### src/tx_err_map.svh
// Purpose: Register offsets, field positions and counts of the transmit error insert block.
// Assumes: Byte addresses on a 32-bit classic Wishbone bus.
// Notes:   Definitions only.
`ifndef TX_ERR_MAP_SVH
`define TX_ERR_MAP_SVH
`define ADR_FRAMER_CTRL   8'h10
`define ADR_ERR_INSERT    8'h18
`define ADR_LINE_CFG      8'h1C
`define ADR_INSERT_STATUS 8'h20
`define AUTO_BLOCK_ERROR_DEFEAT_BIT        12
`define FORCED_BLOCK_ERROR_SETTING_BIT         13
`define PLB_BIT           14
`define BPV_BIT           0
`define EXZ_BIT           1
`define PBIT_BIT          2
`define CPBIT_BIT         3
`define FBE_BIT           4
`define FTYPE_LSB_BIT     5
`define FTYPE_MSB_BIT     6
`define MANUAL_BIT        7
`define CFG_E3_BIT        0
`define CFG_CBIT_BIT      1
`define CFG_UNIPOLAR_BIT  2
`define FAS_FIRST_IDX     4'h0
`define FAS_SINGLE_IDX    4'h5
`define FAS_LAST_IDX      4'h9
`define FE_COUNT_ONE      3'h1
`define FE_COUNT_F_BURST  3'h4
`define FE_COUNT_M_BURST  3'h3
`define FE_COUNT_E3_BURST 3'h4
`define ONES_BEFORE_BPV   2'h2
`define WORD_ZERO         32'h0000_0000
`endif

### src/tx_err_pkg.sv
// Purpose: Types shared by the transmit error insert block and its bench.
// Assumes: Nothing beyond the map header.
// Notes:   Field order is the packing order.
package tx_err_pkg;
   typedef struct packed {
      logic       data;         // Formatter bit
      logic       rx_data;      // Framed receive bit for payload loopback
      logic       subst_ok;     // Encoder would place a substitution codeword here
      logic       f_bit;        // T3 F-bit position
      logic       m_bit;        // T3 M-bit position
      logic       p_bit;        // T3 P-bit position
      logic       cp_bit;       // T3 CP-bit position
      logic       febe_bit;     // T3 subframe 4 C-bit position
      logic       fas_bit;      // E3 alignment word position
      logic [3:0] fas_idx;      // E3 alignment bit index, 0 first
      logic       frame_start;  // First bit of a frame
      logic       rx_block_err; // Receive side found a block error
   } fmt_in_t;
   typedef struct packed {
      logic data;     // Line bit after error insertion
      logic bpv;      // Encoder shall send this mark as a violation
      logic no_subst; // Encoder shall skip the codeword here
      logic valid;    // One-cycle strobe per line bit
   } line_out_t;
endpackage

### src/t3e3_tx_error_insert.sv
// Purpose: Transmit error insertion, block error code and payload loopback select.
// Assumes: Line clock, manual pin and formatter signals are asynchronous and pass two flip-flops.
// Notes:   Wishbone classic slave; every access is answered one cycle after it starts.
// Summary of operation
// Auto mode sends block error code from receive errors
// Defeat set takes code from forced setting
// Forced low sends 111, high sends 000
// Defeat ignored in E3 or without C-bit parity
// Code drives subframe 4 C bits, error zeroes
// Control bit 14 enables payload loopback
// Loopback sends framed receive data to transmit
// Violation placed on next third consecutive one
// Excess zero suppresses next substitution codeword
// Violation and zero inserts off when unipolar
// Parity insert inverts both P bits, T3 only
// CP insert inverts three CP bits, C-bit T3
// Framing insert starts at next framing bit
// Type 00: one F error or word 1111000000
// Type 01: one M error or inverted word
// Type 10: four F errors or four words
// Type 11: three M errors, four inverted words
// Software clears and sets bit per error
// Register mode: each insert bit rise inserts
// Manual mode: pin rise inserts enabled types
// External party pulses manual pin per error
// Edges synchronised; requests pend until position occurs
//
// The implementer's own choice: the Wishbone register port.
`timescale 1ns/1ps
`default_nettype none
`include "tx_err_map.svh"
module t3e3_tx_error_insert
   import tx_err_pkg::*;
(
   input  wire logic        clock,                   // System clock, 125 MHz
   input  wire logic        rst_b,                   // Asynchronous reset, active low
   input  wire logic        ce,                      // Clock enable, freezes all state when low
   input  wire logic        wb_cyc_i,                // Wishbone cycle
   input  wire logic        wb_stb_i,                // Wishbone strobe
   input  wire logic        wb_we_i,                 // Wishbone write enable
   input  wire logic [7:0]  wb_adr_i,                // Wishbone byte address
   input  wire logic [3:0]  wb_sel_i,                // Wishbone byte lanes
   input  wire logic [31:0] wb_dat_i,                // Wishbone write data
   output logic      [31:0] wb_dat_o,                // Wishbone read data
   output logic             wb_ack_o,                // Wishbone acknowledge
   input  wire logic        line_clk,                // Transmit line clock pin
   input  wire logic        manual_error_insert_pin, // Manual error insert pin
   input  wire fmt_in_t     fmt_in,                  // Formatter stream and positions
   output line_out_t        line_out,                // Stream toward the encoder
   output logic             payload_loopback_active  // Payload loopback in force
);
   // All state sits in one packed struct behind a single register stage. The clock enable then
   // freezes every flop at once, synchronisers and bus handshake included.
   typedef struct packed {
      logic        ack;
      logic [31:0] rdat;
      logic        auto_block_error_defeat;
      logic        forced_block_error_setting;
      logic        payload_loopback_enable;
      logic [7:0]  eic;
      logic [4:0]  eic_prev;
      logic [2:0]  cfg;
      fmt_in_t     f1;
      fmt_in_t     f2;
      logic [2:0]  lck;
      logic [2:0]  pin;
      logic [4:0]  pend;
      logic        p_act;
      logic        cp_act;
      logic        fe_act;
      logic [2:0]  fe_cnt;
      logic [1:0]  fe_type;
      logic [1:0]  run;
      logic        rx_seen;
      logic        febe_err;
      line_out_t   out;
      logic        plb_out;
   } state_t;

   state_t s;
   state_t next_s;

   // Exact match on the byte address, so the unmapped holes never alias a live register.
   function automatic logic hit(input logic [7:0] adr, input logic [7:0] off);
      return adr == off;
   endfunction

   // Byte-lane merge for one lane of a register. A lane that is not selected keeps its old
   // contents, so a narrow write cannot disturb its neighbours.
   function automatic logic [7:0] lane_merge(input logic [7:0] old, input logic [31:0] wd, input logic [3:0] sel,
                                             input int lane);
      return sel[lane] ? wd[8*lane +: 8] : old;
   endfunction

   logic        req;
   logic        le;
   logic        pin_rise;
   logic        e3;
   logic        cbit;
   logic        unipolar;
   logic [4:0]  trig;
   logic [4:0]  allowed;
   logic [31:0] rd;
   logic [15:0] ctl_word;
   logic        d;
   logic        fe_start;
   logic        fe_pos;
   logic        fe_flip;
   logic        fe_dec;
   logic [2:0]  fe_len;
   logic        febe_zero;
   fmt_in_t     f;

   always_comb begin
      next_s = s;
      req = wb_cyc_i & wb_stb_i & ~s.ack;
      e3 = s.cfg[`CFG_E3_BIT];
      cbit = s.cfg[`CFG_CBIT_BIT];
      unipolar = s.cfg[`CFG_UNIPOLAR_BIT];
      f = s.f2;

      // Synchronisers: stage one feeds stage two only.
      // The formatter group is sampled as a whole; it holds for a full line bit, so no field skews.
      next_s.f1 = fmt_in;
      next_s.f2 = s.f1;
      next_s.lck = {s.lck[1:0], line_clk};
      next_s.pin = {s.pin[1:0], manual_error_insert_pin};
      le = s.lck[1] & ~s.lck[2];
      pin_rise = s.pin[1] & ~s.pin[2];

      // Register bus. Every access is answered in the next cycle and never stalls; read data
      // is zero outside the acknowledge, so a late master cannot latch a stale word.
      next_s.ack = req;
      ctl_word = 16'h0000;
      ctl_word[`AUTO_BLOCK_ERROR_DEFEAT_BIT] = s.auto_block_error_defeat;
      ctl_word[`FORCED_BLOCK_ERROR_SETTING_BIT] = s.forced_block_error_setting;
      ctl_word[`PLB_BIT] = s.payload_loopback_enable;
      rd = `WORD_ZERO;
      if (hit(wb_adr_i, `ADR_FRAMER_CTRL)) begin
         rd = {16'h0000, ctl_word};
      end else if (hit(wb_adr_i, `ADR_ERR_INSERT)) begin
         rd = {24'h000000, s.eic};
      end else if (hit(wb_adr_i, `ADR_LINE_CFG)) begin
         rd = {29'h0000000, s.cfg};
      end else if (hit(wb_adr_i, `ADR_INSERT_STATUS)) begin
         rd = {20'h00000, s.febe_err, s.fe_cnt, s.fe_act, s.cp_act, s.p_act, s.pend};
      end
      next_s.rdat = req ? rd : `WORD_ZERO;
      if (req && wb_we_i) begin
         if (hit(wb_adr_i, `ADR_FRAMER_CTRL) && wb_sel_i[1]) begin
            next_s.auto_block_error_defeat = wb_dat_i[`AUTO_BLOCK_ERROR_DEFEAT_BIT];
            next_s.forced_block_error_setting = wb_dat_i[`FORCED_BLOCK_ERROR_SETTING_BIT];
            next_s.payload_loopback_enable = wb_dat_i[`PLB_BIT];
         end
         if (hit(wb_adr_i, `ADR_ERR_INSERT)) begin
            next_s.eic = lane_merge(s.eic, wb_dat_i, wb_sel_i, 0);
         end
         if (hit(wb_adr_i, `ADR_LINE_CFG) && wb_sel_i[0]) begin
            next_s.cfg = wb_dat_i[2:0];
         end
      end

      // Triggers: register rises, or pin rises gated by the enable bits.
      next_s.eic_prev = s.eic[4:0];
      if (s.eic[`MANUAL_BIT]) begin
         trig = pin_rise ? s.eic[4:0] : 5'h00;
      end else begin
         trig = s.eic[4:0] & ~s.eic_prev;
      end
      allowed = 5'h1F;
      allowed[`BPV_BIT] = ~unipolar;
      allowed[`EXZ_BIT] = ~unipolar;
      allowed[`PBIT_BIT] = ~e3;
      allowed[`CPBIT_BIT] = ~e3 & cbit;
      // A request that the current mode forbids is dropped here rather than held. A later mode
      // change therefore cannot release an old request. The pending bits are set at the end.
      // The framing type is taken when a framing trigger finds no framing request pending, so a trigger
      // during a burst also retypes the burst in progress.
      if (trig[`FBE_BIT] && !s.pend[`FBE_BIT]) begin
         next_s.fe_type = {s.eic[`FTYPE_MSB_BIT], s.eic[`FTYPE_LSB_BIT]};
      end

      // Line stream, advanced on each rising edge of the line clock.
      // Inserts act on looped-back data as well, so a loopback path can be exercised with errors.
      next_s.out.valid = le;
      next_s.plb_out = s.payload_loopback_enable;
      d = s.payload_loopback_enable ? f.rx_data : f.data;
      fe_start = 1'b0;
      fe_pos = 1'b0;
      fe_flip = 1'b0;
      fe_dec = 1'b0;
      fe_len = `FE_COUNT_ONE;
      febe_zero = 1'b0;
      if (le) begin
         next_s.out.bpv = 1'b0;
         next_s.out.no_subst = 1'b0;

         // Violation goes on the third or any later one of a run.
         // The run counter saturates, so a long run of ones cannot wrap it back to zero.
         if (d) begin
            next_s.run = (s.run == `ONES_BEFORE_BPV) ? s.run : s.run + 2'h1;
         end else begin
            next_s.run = 2'h0;
         end
         if (s.pend[`BPV_BIT] && d && s.run == `ONES_BEFORE_BPV) begin
            next_s.out.bpv = 1'b1;
            next_s.pend[`BPV_BIT] = 1'b0;
            next_s.run = 2'h0;
         end
         if (s.pend[`EXZ_BIT] && f.subst_ok) begin
            next_s.out.no_subst = 1'b1;
            next_s.pend[`EXZ_BIT] = 1'b0;
         end

         // Parity inserts act over one whole frame so every P or CP bit flips.
         if (f.frame_start) begin
            next_s.p_act = s.pend[`PBIT_BIT];
            next_s.cp_act = s.pend[`CPBIT_BIT];
            next_s.pend[`PBIT_BIT] = 1'b0;
            next_s.pend[`CPBIT_BIT] = 1'b0;
         end
         if ((f.p_bit && (s.p_act || (f.frame_start && s.pend[`PBIT_BIT]))) ||
             (f.cp_bit && (s.cp_act || (f.frame_start && s.pend[`CPBIT_BIT])))) begin
            d = ~d;
         end

         // Framing errors: E3 starts only on a word boundary so words stay whole.
         if (e3) begin
            fe_pos = f.fas_bit;
            fe_start = f.fas_bit && f.fas_idx == `FAS_FIRST_IDX;
            fe_flip = s.fe_type[0] || f.fas_idx == `FAS_SINGLE_IDX;
            fe_dec = f.fas_bit && f.fas_idx == `FAS_LAST_IDX;
            fe_len = s.fe_type[1] ? `FE_COUNT_E3_BURST : `FE_COUNT_ONE;
         end else begin
            fe_pos = s.fe_type[0] ? f.m_bit : f.f_bit;
            fe_start = fe_pos;
            fe_flip = 1'b1;
            fe_dec = fe_pos;
            if (s.fe_type == 2'b10) begin
               fe_len = `FE_COUNT_F_BURST;
            end else if (s.fe_type == 2'b11) begin
               fe_len = `FE_COUNT_M_BURST;
            end
         end
         if (!s.fe_act && s.pend[`FBE_BIT] && fe_start) begin
            next_s.fe_act = 1'b1;
            next_s.fe_cnt = fe_len;
            next_s.pend[`FBE_BIT] = 1'b0;
            if (fe_flip) begin
               d = ~d;
            end
            if (fe_dec && fe_len == `FE_COUNT_ONE) begin
               next_s.fe_act = 1'b0;
            end else if (fe_dec) begin
               next_s.fe_cnt = fe_len - 3'h1;
            end
         end else if (s.fe_act && fe_pos) begin
            if (fe_flip) begin
               d = ~d;
            end
            if (fe_dec) begin
               next_s.fe_cnt = s.fe_cnt - 3'h1;
               next_s.fe_act = s.fe_cnt != `FE_COUNT_ONE;
            end
         end

         // Block error code: receive errors seen in one frame mark the next.
         // The latch clears at each frame start, so one error marks one frame only.
         next_s.rx_seen = s.rx_seen | f.rx_block_err;
         if (f.frame_start) begin
            next_s.febe_err = s.rx_seen | f.rx_block_err;
            next_s.rx_seen = 1'b0;
         end
         if (s.auto_block_error_defeat && !e3 && cbit) begin
            febe_zero = s.forced_block_error_setting;
         end else begin
            febe_zero = s.febe_err;
         end
         if (f.febe_bit && !e3 && cbit) begin
            d = ~febe_zero;
         end
         next_s.out.data = d;
      end

      // Set after the clears above: a trigger that lands in the cycle that consumes an earlier
      // request of the same kind stays pending instead of being lost.
      next_s.pend = next_s.pend | (trig & allowed);
   end

   // One register stage for all state. While the enable is low the whole block, synchronisers
   // included, keeps its picture of the inputs and resumes from it.
   always_ff @(posedge clock or negedge rst_b) begin
      if (!rst_b) begin
         s <= '0;
      end else if (ce) begin
         s <= next_s;
      end
   end

   // Every output is a register field, so no combinational path reaches a pin.
   assign wb_dat_o = s.rdat;
   assign wb_ack_o = s.ack;
   assign line_out = s.out;
   assign payload_loopback_active = s.plb_out;
endmodule
`default_nettype wire

### config.mk
export PLATFORM = sky130hd
export DESIGN_NAME = t3e3_tx_error_insert
export DESIGN_NICKNAME = d
export VERILOG_FILES = /design/src/tx_err_pkg.sv /design/src/t3e3_tx_error_insert.sv
export VERILOG_INCLUDE_DIRS = /design/src /design/src/src
export SDC_FILE = /design/constraint.sdc
export NUM_CORES = 1
export LEC_CHECK = 0
export CORE_MARGIN = 1.5
export CORE_UTILIZATION = 59
export CTS_CLUSTER_DIAMETER = 30
export DETAILED_ROUTE_END_ITERATION = 8
export DONT_BUFFER_PORTS = 1
export PLACE_DENSITY = 0.86
export SYNTH_ARGS = -nofsm -noshare
export SYNTH_HDL_FRONTEND = slang
export SYNTH_SLANG_ARGS = --single-unit
export TNS_END_PERCENT = 30
### constraint.sdc
create_clock -name clock -period 2.4 [get_ports clock]
set_input_delay 0.12 -clock clock [delete_from_list [all_inputs] [get_ports clock]]
set_output_delay 0.12 -clock clock [all_outputs]
set_load 0.03 [all_outputs]
**Word-level counts from Yosys, hierarchy flattened**

Cells that the tools add are included.

- Bits in registers: 110
- Output and inout port bits: 38
- Word-level logic and storage cells: 168

- $add $sub $neg: 3
- Equality and inequality tests: 12
- Mux-type cells: 48
- Bitwise gates (word level): 18
- Reductions and logical operators: 39

Operators with widths:

| cell | count |
|---|---|
| two-way mux 12 bit | 3 |
| two-way mux 32 bit | 1 |
| == test 8 x 5 -> 1 bit (second input constant) | 3 |
| two-way mux 1 bit | 24 |
| logical AND 1 bit | 21 |
| two-way mux 3 bit | 6 |
| two-way mux 15 bit | 1 |
| two-way mux 2 bit | 7 |
| two-way mux 4 bit | 3 |
| AND reduction 3 bit | 4 |
| two-way mux 11 bit | 1 |
| bitwise AND 5 bit | 2 |
| two-way mux 5 bit | 2 |
| == test 8 x 6 -> 1 bit (second input constant) | 1 |
| inverter 1 bit | 8 |
| AND reduction 4 bit | 2 |
| == test 2 bit (second input constant) | 3 |
| subtractor 3 x 1 -> 3 bit (second input constant) | 2 |
| bitwise AND 1 bit | 5 |
| inverter 5 bit | 1 |
| OR 5 bit | 1 |
| == test 4 x 3 -> 1 bit (second input constant) | 1 |
| == test 4 bit (second input constant) | 1 |
| zero test 4 bit | 1 |
| other kinds (9) | 16 |

**Longest topological paths before layout**

- Depth after elaboration: 11
- Depth in mapped cells: 8
- Depth with buffers taken out: 7

**Worst setup path before layout**

No wires, ideal clock.

- Path type: flip-flop to flip-flop
- Start point: reg s, in the netlist e3
- End point: reg s[12] (netlist bit)
- Library setup time: 121 ps
- Arrival time: 1,797 ps
- Data required time: 2,279 ps
- Path slack: 482 ps
- Stages on the path, launching flop included: 8
- Period minus slack after synthesis: 1,918 ps
- Cells stage by stage: dfrtp_1 -> clkbuf_1 -> o21ai_0 -> ha_1 -> inv_1 -> and2_1 -> a211o_1 -> a22o_1

- Longest elaborated chain between the ends: 6
- Elaborated cells between the ends (all ways): 19
- Those cells by class: add/sub: 1; eq/ne: 1; mux: 11; reduce/logical: 6

Ends and longest elaborated chain:

| element | RTL line | source |
|---|---|---|
| start, declared | t3e3_tx_error_insert.sv:80 | `state_t s;` |
| start signal, assigned | t3e3_tx_error_insert.sv:296 | `s <= next_s;` |
| two-way mux 3 bit | t3e3_tx_error_insert.sv:228 | `if (e3) begin` |
| two-way mux 3 bit | t3e3_tx_error_insert.sv:194 | `if (le) begin` |
| subtractor 3 x 1 -> 3 bit or == test 3 x 1 -> 1 bit (tied branches) | -- |  |
| two-way mux 3 bit or logical AND 1 bit (tied branches) | -- |  |
| two-way mux 3 bit | t3e3_tx_error_insert.sv:252 | `` if (fe_dec && fe_len == `FE_COUNT_ONE) begin `` |
| two-way mux 4 bit | t3e3_tx_error_insert.sv:245 | `` if (!s.fe_act && s.pend[`FBE_BIT] && fe_start) begin `` |

Parallel ways exist; a longest one is shown, timed or not. The select of a mux whose other input is x is not followed.
A chain may end at the register's enable or synchronous reset.

**Worst setup path after layout**

- Start point: reg s, in the netlist wb_ack_o
- End point: reg s, in the netlist next_s[65]

- Longest elaborated chain between the ends: 4

Ends and longest elaborated chain:

| element | RTL line | source |
|---|---|---|
| inverter 1 bit | t3e3_tx_error_insert.sv:116 | `req = wb_cyc_i & wb_stb_i & ~s.ack;` |
| bitwise AND 1 bit | t3e3_tx_error_insert.sv:116 |  |
| logical AND 1 bit | t3e3_tx_error_insert.sv:149 | `if (req && wb_we_i) begin` |
| AND reduction 4 bit (no line) | -- |  |

No other way between the ends.

==> implementation parameters <==
Parameter                              Value

Synthesis
  Async set-or-reset flop fraction in the synthesized netlist    100.0%
  Gate Count Post-Synth    374
  Cell Area, Synth    4418 um^2
  Synthesized area per cell    11.81 um^2
  Share of the yosys chip area belonging to registers    52.68%
  Post-synth EDFFs    0
  Portion of synthesized cell area occupied by the leading cell type    52.68%
  Main area contributors after synthesis    sky130_fd_sc_hd__dfrtp_1 53%, sky130_fd_sc_hd__mux2_2 14%, sky130_fd_sc_hd__buf_4 6.3%
  Top-count cell post-synth    sky130_fd_sc_hd__dfrtp_1
  Yosys warning total    0
  Seq cells post-synth    93
  Count of different cell masters after synthesis    48
  Most used DFF post-synth    sky130_fd_sc_hd__dfrtp_1
  Cell taking the most area after synthesis    sky130_fd_sc_hd__dfrtp_1
  Most used standard cells in the synthesized netlist    93 x sky130_fd_sc_hd__dfrtp_1, 56 x sky130_fd_sc_hd__mux2_2, 37 x sky130_fd_sc_hd__buf_4, 26 x sky130_fd_sc_hd__nand2_1, 22 x sky130_fd_sc_hd__inv_1

Clock network
  Total number of H-tree levels    3
  CTS buffer count    9
  Clock transition at the registers of the reported paths    0.09 ns
  Clock latency on the worst-skew pair    0.36 ns
  Number of setup buffers added after CTS    0
  Clock tree from TritonCTS    done
  Cell at the root of the clock tree    sky130_fd_sc_hd__clkbuf_8
  CTS max path bufs    2
  Clock Sinks    93

Timing
  Pins Over Slew Limit    0
  Clock period minus final worst setup slack    2.081 ns
  Setup repair after global routing missed its margin    false
  Final period utilization    86.72%
  Final setup TNS    0 ns
  Slew @ Worst Pin    0.6118 ns
  Max Clock Freq    480.5 MHz
  Setup violation total in the final timing report    0
  Final clock skew    0.008929 ns
  Fin. Hold Viols    0
  Slew headroom    58.90%
  Worst Slack Setup Final    0.3187 ns

Critical path
  Top fanout value on the critical path    8
  CP startpoint kind    flop
  Kind of end point of the critical path    flop
  Crit Path Category    reg2reg
  Data required time of the critical path    2.65 ns
  Number of cells traversed by the worst register-to-register path    4
  CP Data Arrival Time    2.33 ns

Cells and area
  Area Growth Syn to Fin    11.53%
  Final net count    465
  Util after Layout    67.93%
  Share of final-layout standard cells stronger than drive strength 1    22.11%
  Antenna diode count    0

GRT
  Number of antenna violations at the first check in global routing    0
  Total Routing Usage GR    24.70%
  Via count of the first global-routing pass    2,975
  Maximum number of pins on one net before global-route repair    94
  Overflow left after global routing    0
  Wire length of the first global-routing pass    14,700 um

Pwr
  Leakage    2.205 nW
  Power per Cell Area    743.9 nW/um^2
  Total chip power    3.665 mW
  Cell Int Power    2.662 mW
  Fraction of power consumed by combinational cells    14.8%
  Fraction of power consumed by the clock network    33.1%
  Reported net switching power    1.004 mW
  Sw Share    27.39%
  Worst-case vdd ir drop    0.0008562 V
  Reg power frac    52.1%

Drt
  Routed wire length per instance    18.14 um
  Total routed wirelength    9017 um
  Starting DRC count in detailed routing    184
  Antenna-violating nets left    0
  Iteration count of the initial detailed-routing pass    5
  Drc violations    0
  Count of vias placed by the detailed router    2,884
  Drt via density    5.803

Placed design
  Worst slack after detailed placement    0.3577 ns
  Port buffer count    0
  Post-detailed-placement half-perimeter wirelength    6218 um
  Routability Congestion    0.8130

Die
  Boundary pin count    105
  Total number of placement rows    31
  Die height    89.54 um
  Die area    8017 um^2
  Width of the die    89.54 um
  Core box area    7253 um^2
  Starting utilization of the core area    60.91%

Status
  Status    complete, no violations

Min path
  Min-Delay Path Depth    2
  Tightest Hold Check Type    in2reg

Run
  Number of max-cap violations    0
[sequential cells by signal, summed over array words and instances (netlist names)]
register and cells:
f 15, wb_ack_o 1, payload_loopback_active 1, wb_dat_o 15
cbit 1, e3 1, s 28, ctl_word 3
line_out 4, next_s 24
[final timing paths]
| kind | slack, ns | startpoint | endpoint |
|---|---|---|---|
| min | 0.03 | wb_adr_i[3] | wb_dat_o[13] |
| max | 0.32 | wb_ack_o | next_s[65] |
| min reg2reg | 0.51 | next_s[31] | f[3] |
| max in group asynchronous | 1.70 | rst_b | next_s[35] |
| min in group asynchronous | 0.31 | rst_b | wb_dat_o[0] |
| max reg2reg | 0.32 | wb_ack_o | next_s[65] |
[layer usage]
| metal | track usage [%] | vias to the layer above | routed length, um |
|---|---|---|---|
| li1 | - | 1315 | - |
| met1 | 31.87 | 1452 | 3937 |
| met2 | 41.01 | 106 | 4386 |
| met3 | 8.403 | 11 | 617 |
| met4 | 4.895 | 0 | 75 |
| met5 | 0 | - | 0 |
[power groups by stage]
| stage | sequential [mW] | clock, mW | combinational (mW) |
|---|---|---|---|
| after CTS | 1.90 | 1.24 | 0.544 |
| after global placement | 1.92 | 0 | 0.418 |
| final | 1.91 | 1.21 | 0.543 |
| after global routing | 1.93 | 1.30 | 0.609 |
| after floorplan | 1.85 | 0 | 0.449 |
| after detailed placement | 1.94 | 0 | 0.446 |
[kinds of logic after synthesis]
kind of cell	after synthesis	share of synthesized area (%)
other cells	1	0.08488
mux	60	15.18
simple gates	68	9.402
xor+xnor	3	0.5948
compound gates	76	11.73
fa+ha+maj	5	1.416
flops	93	52.68
buf+inv	68	8.921
[layout make-up]
class | count | area (um^2)
inverter | 23 | 86.33
tap | 99 | 123.9
multi-input combinational | 229 | 1757
clock buffer | 12 | 165.2
timing repair buffer | 37 | 390.4
fill | 542 | 2326
clock inverter | 4 | 77.57
sequential | 93 | 2327
[critical path, cell delays in order (launching register included)]
cell	delay (ns)
sky130_fd_sc_hd__dfrtp_1	0.54
sky130_fd_sc_hd__nor3_4	0.29
sky130_fd_sc_hd__nand2_1	0.16
sky130_fd_sc_hd__nor4_4	0.56
sky130_fd_sc_hd__mux2_2	0.41
[cell usage in the layout (no fill, tap or decap), types with 2 or more instances in the layout]
master | Yosys | final
sky130_fd_sc_hd__a21o_1 | 4 | 4
sky130_fd_sc_hd__a21oi_1 | 16 | 16
sky130_fd_sc_hd__a22o_1 | 8 | 8
sky130_fd_sc_hd__a22oi_1 | 6 | 6
sky130_fd_sc_hd__a32o_1 | 2 | 2
sky130_fd_sc_hd__buf_4 | 37 | 3
sky130_fd_sc_hd__bufinv_16 | 0 | 2
sky130_fd_sc_hd__clkbuf_8 | 0 | 12
sky130_fd_sc_hd__conb_1 | 1 | 17
sky130_fd_sc_hd__dfrtp_1 | 93 | 93
sky130_fd_sc_hd__dlygate4sd3_1 | 0 | 32
sky130_fd_sc_hd__ha_1 | 5 | 5
sky130_fd_sc_hd__inv_1 | 22 | 22
sky130_fd_sc_hd__mux2_2 | 56 | 56
sky130_fd_sc_hd__mux2i_1 | 4 | 4
sky130_fd_sc_hd__nand2_1 | 26 | 26
sky130_fd_sc_hd__nand2b_1 | 4 | 4
sky130_fd_sc_hd__nand3_1 | 7 | 7
sky130_fd_sc_hd__nand3b_1 | 2 | 2
sky130_fd_sc_hd__nor2_1 | 8 | 8
sky130_fd_sc_hd__nor2b_1 | 3 | 3
sky130_fd_sc_hd__nor3_1 | 3 | 3
sky130_fd_sc_hd__nor3_4 | 2 | 2
sky130_fd_sc_hd__nor4_2 | 2 | 2
sky130_fd_sc_hd__o211ai_1 | 3 | 3
sky130_fd_sc_hd__o21ai_0 | 17 | 17
sky130_fd_sc_hd__o22ai_1 | 2 | 2
sky130_fd_sc_hd__o2bb2ai_1 | 5 | 5
sky130_fd_sc_hd__o32ai_1 | 3 | 3
sky130_fd_sc_hd__or3_1 | 3 | 3
sky130_fd_sc_hd__xnor2_1 | 3 | 3
[stage by stage]
stage               hold slack [ns]  area, um^2  cells
floorplan                   -0.1756        4478    390
global placement            -0.1732        4317    447
global route                0.02522        4927    497
detailed placement          -0.1731        4317    447
CTS                         0.02192        4927    497
finish                      0.03107        4927    497
[repair_timing]
item	4_1_cts	5_1_grt
resized for setup	0	0
hold endpoints to repair	158	0
hold buffers	34	0
Power figures use the tool's default switching activity.
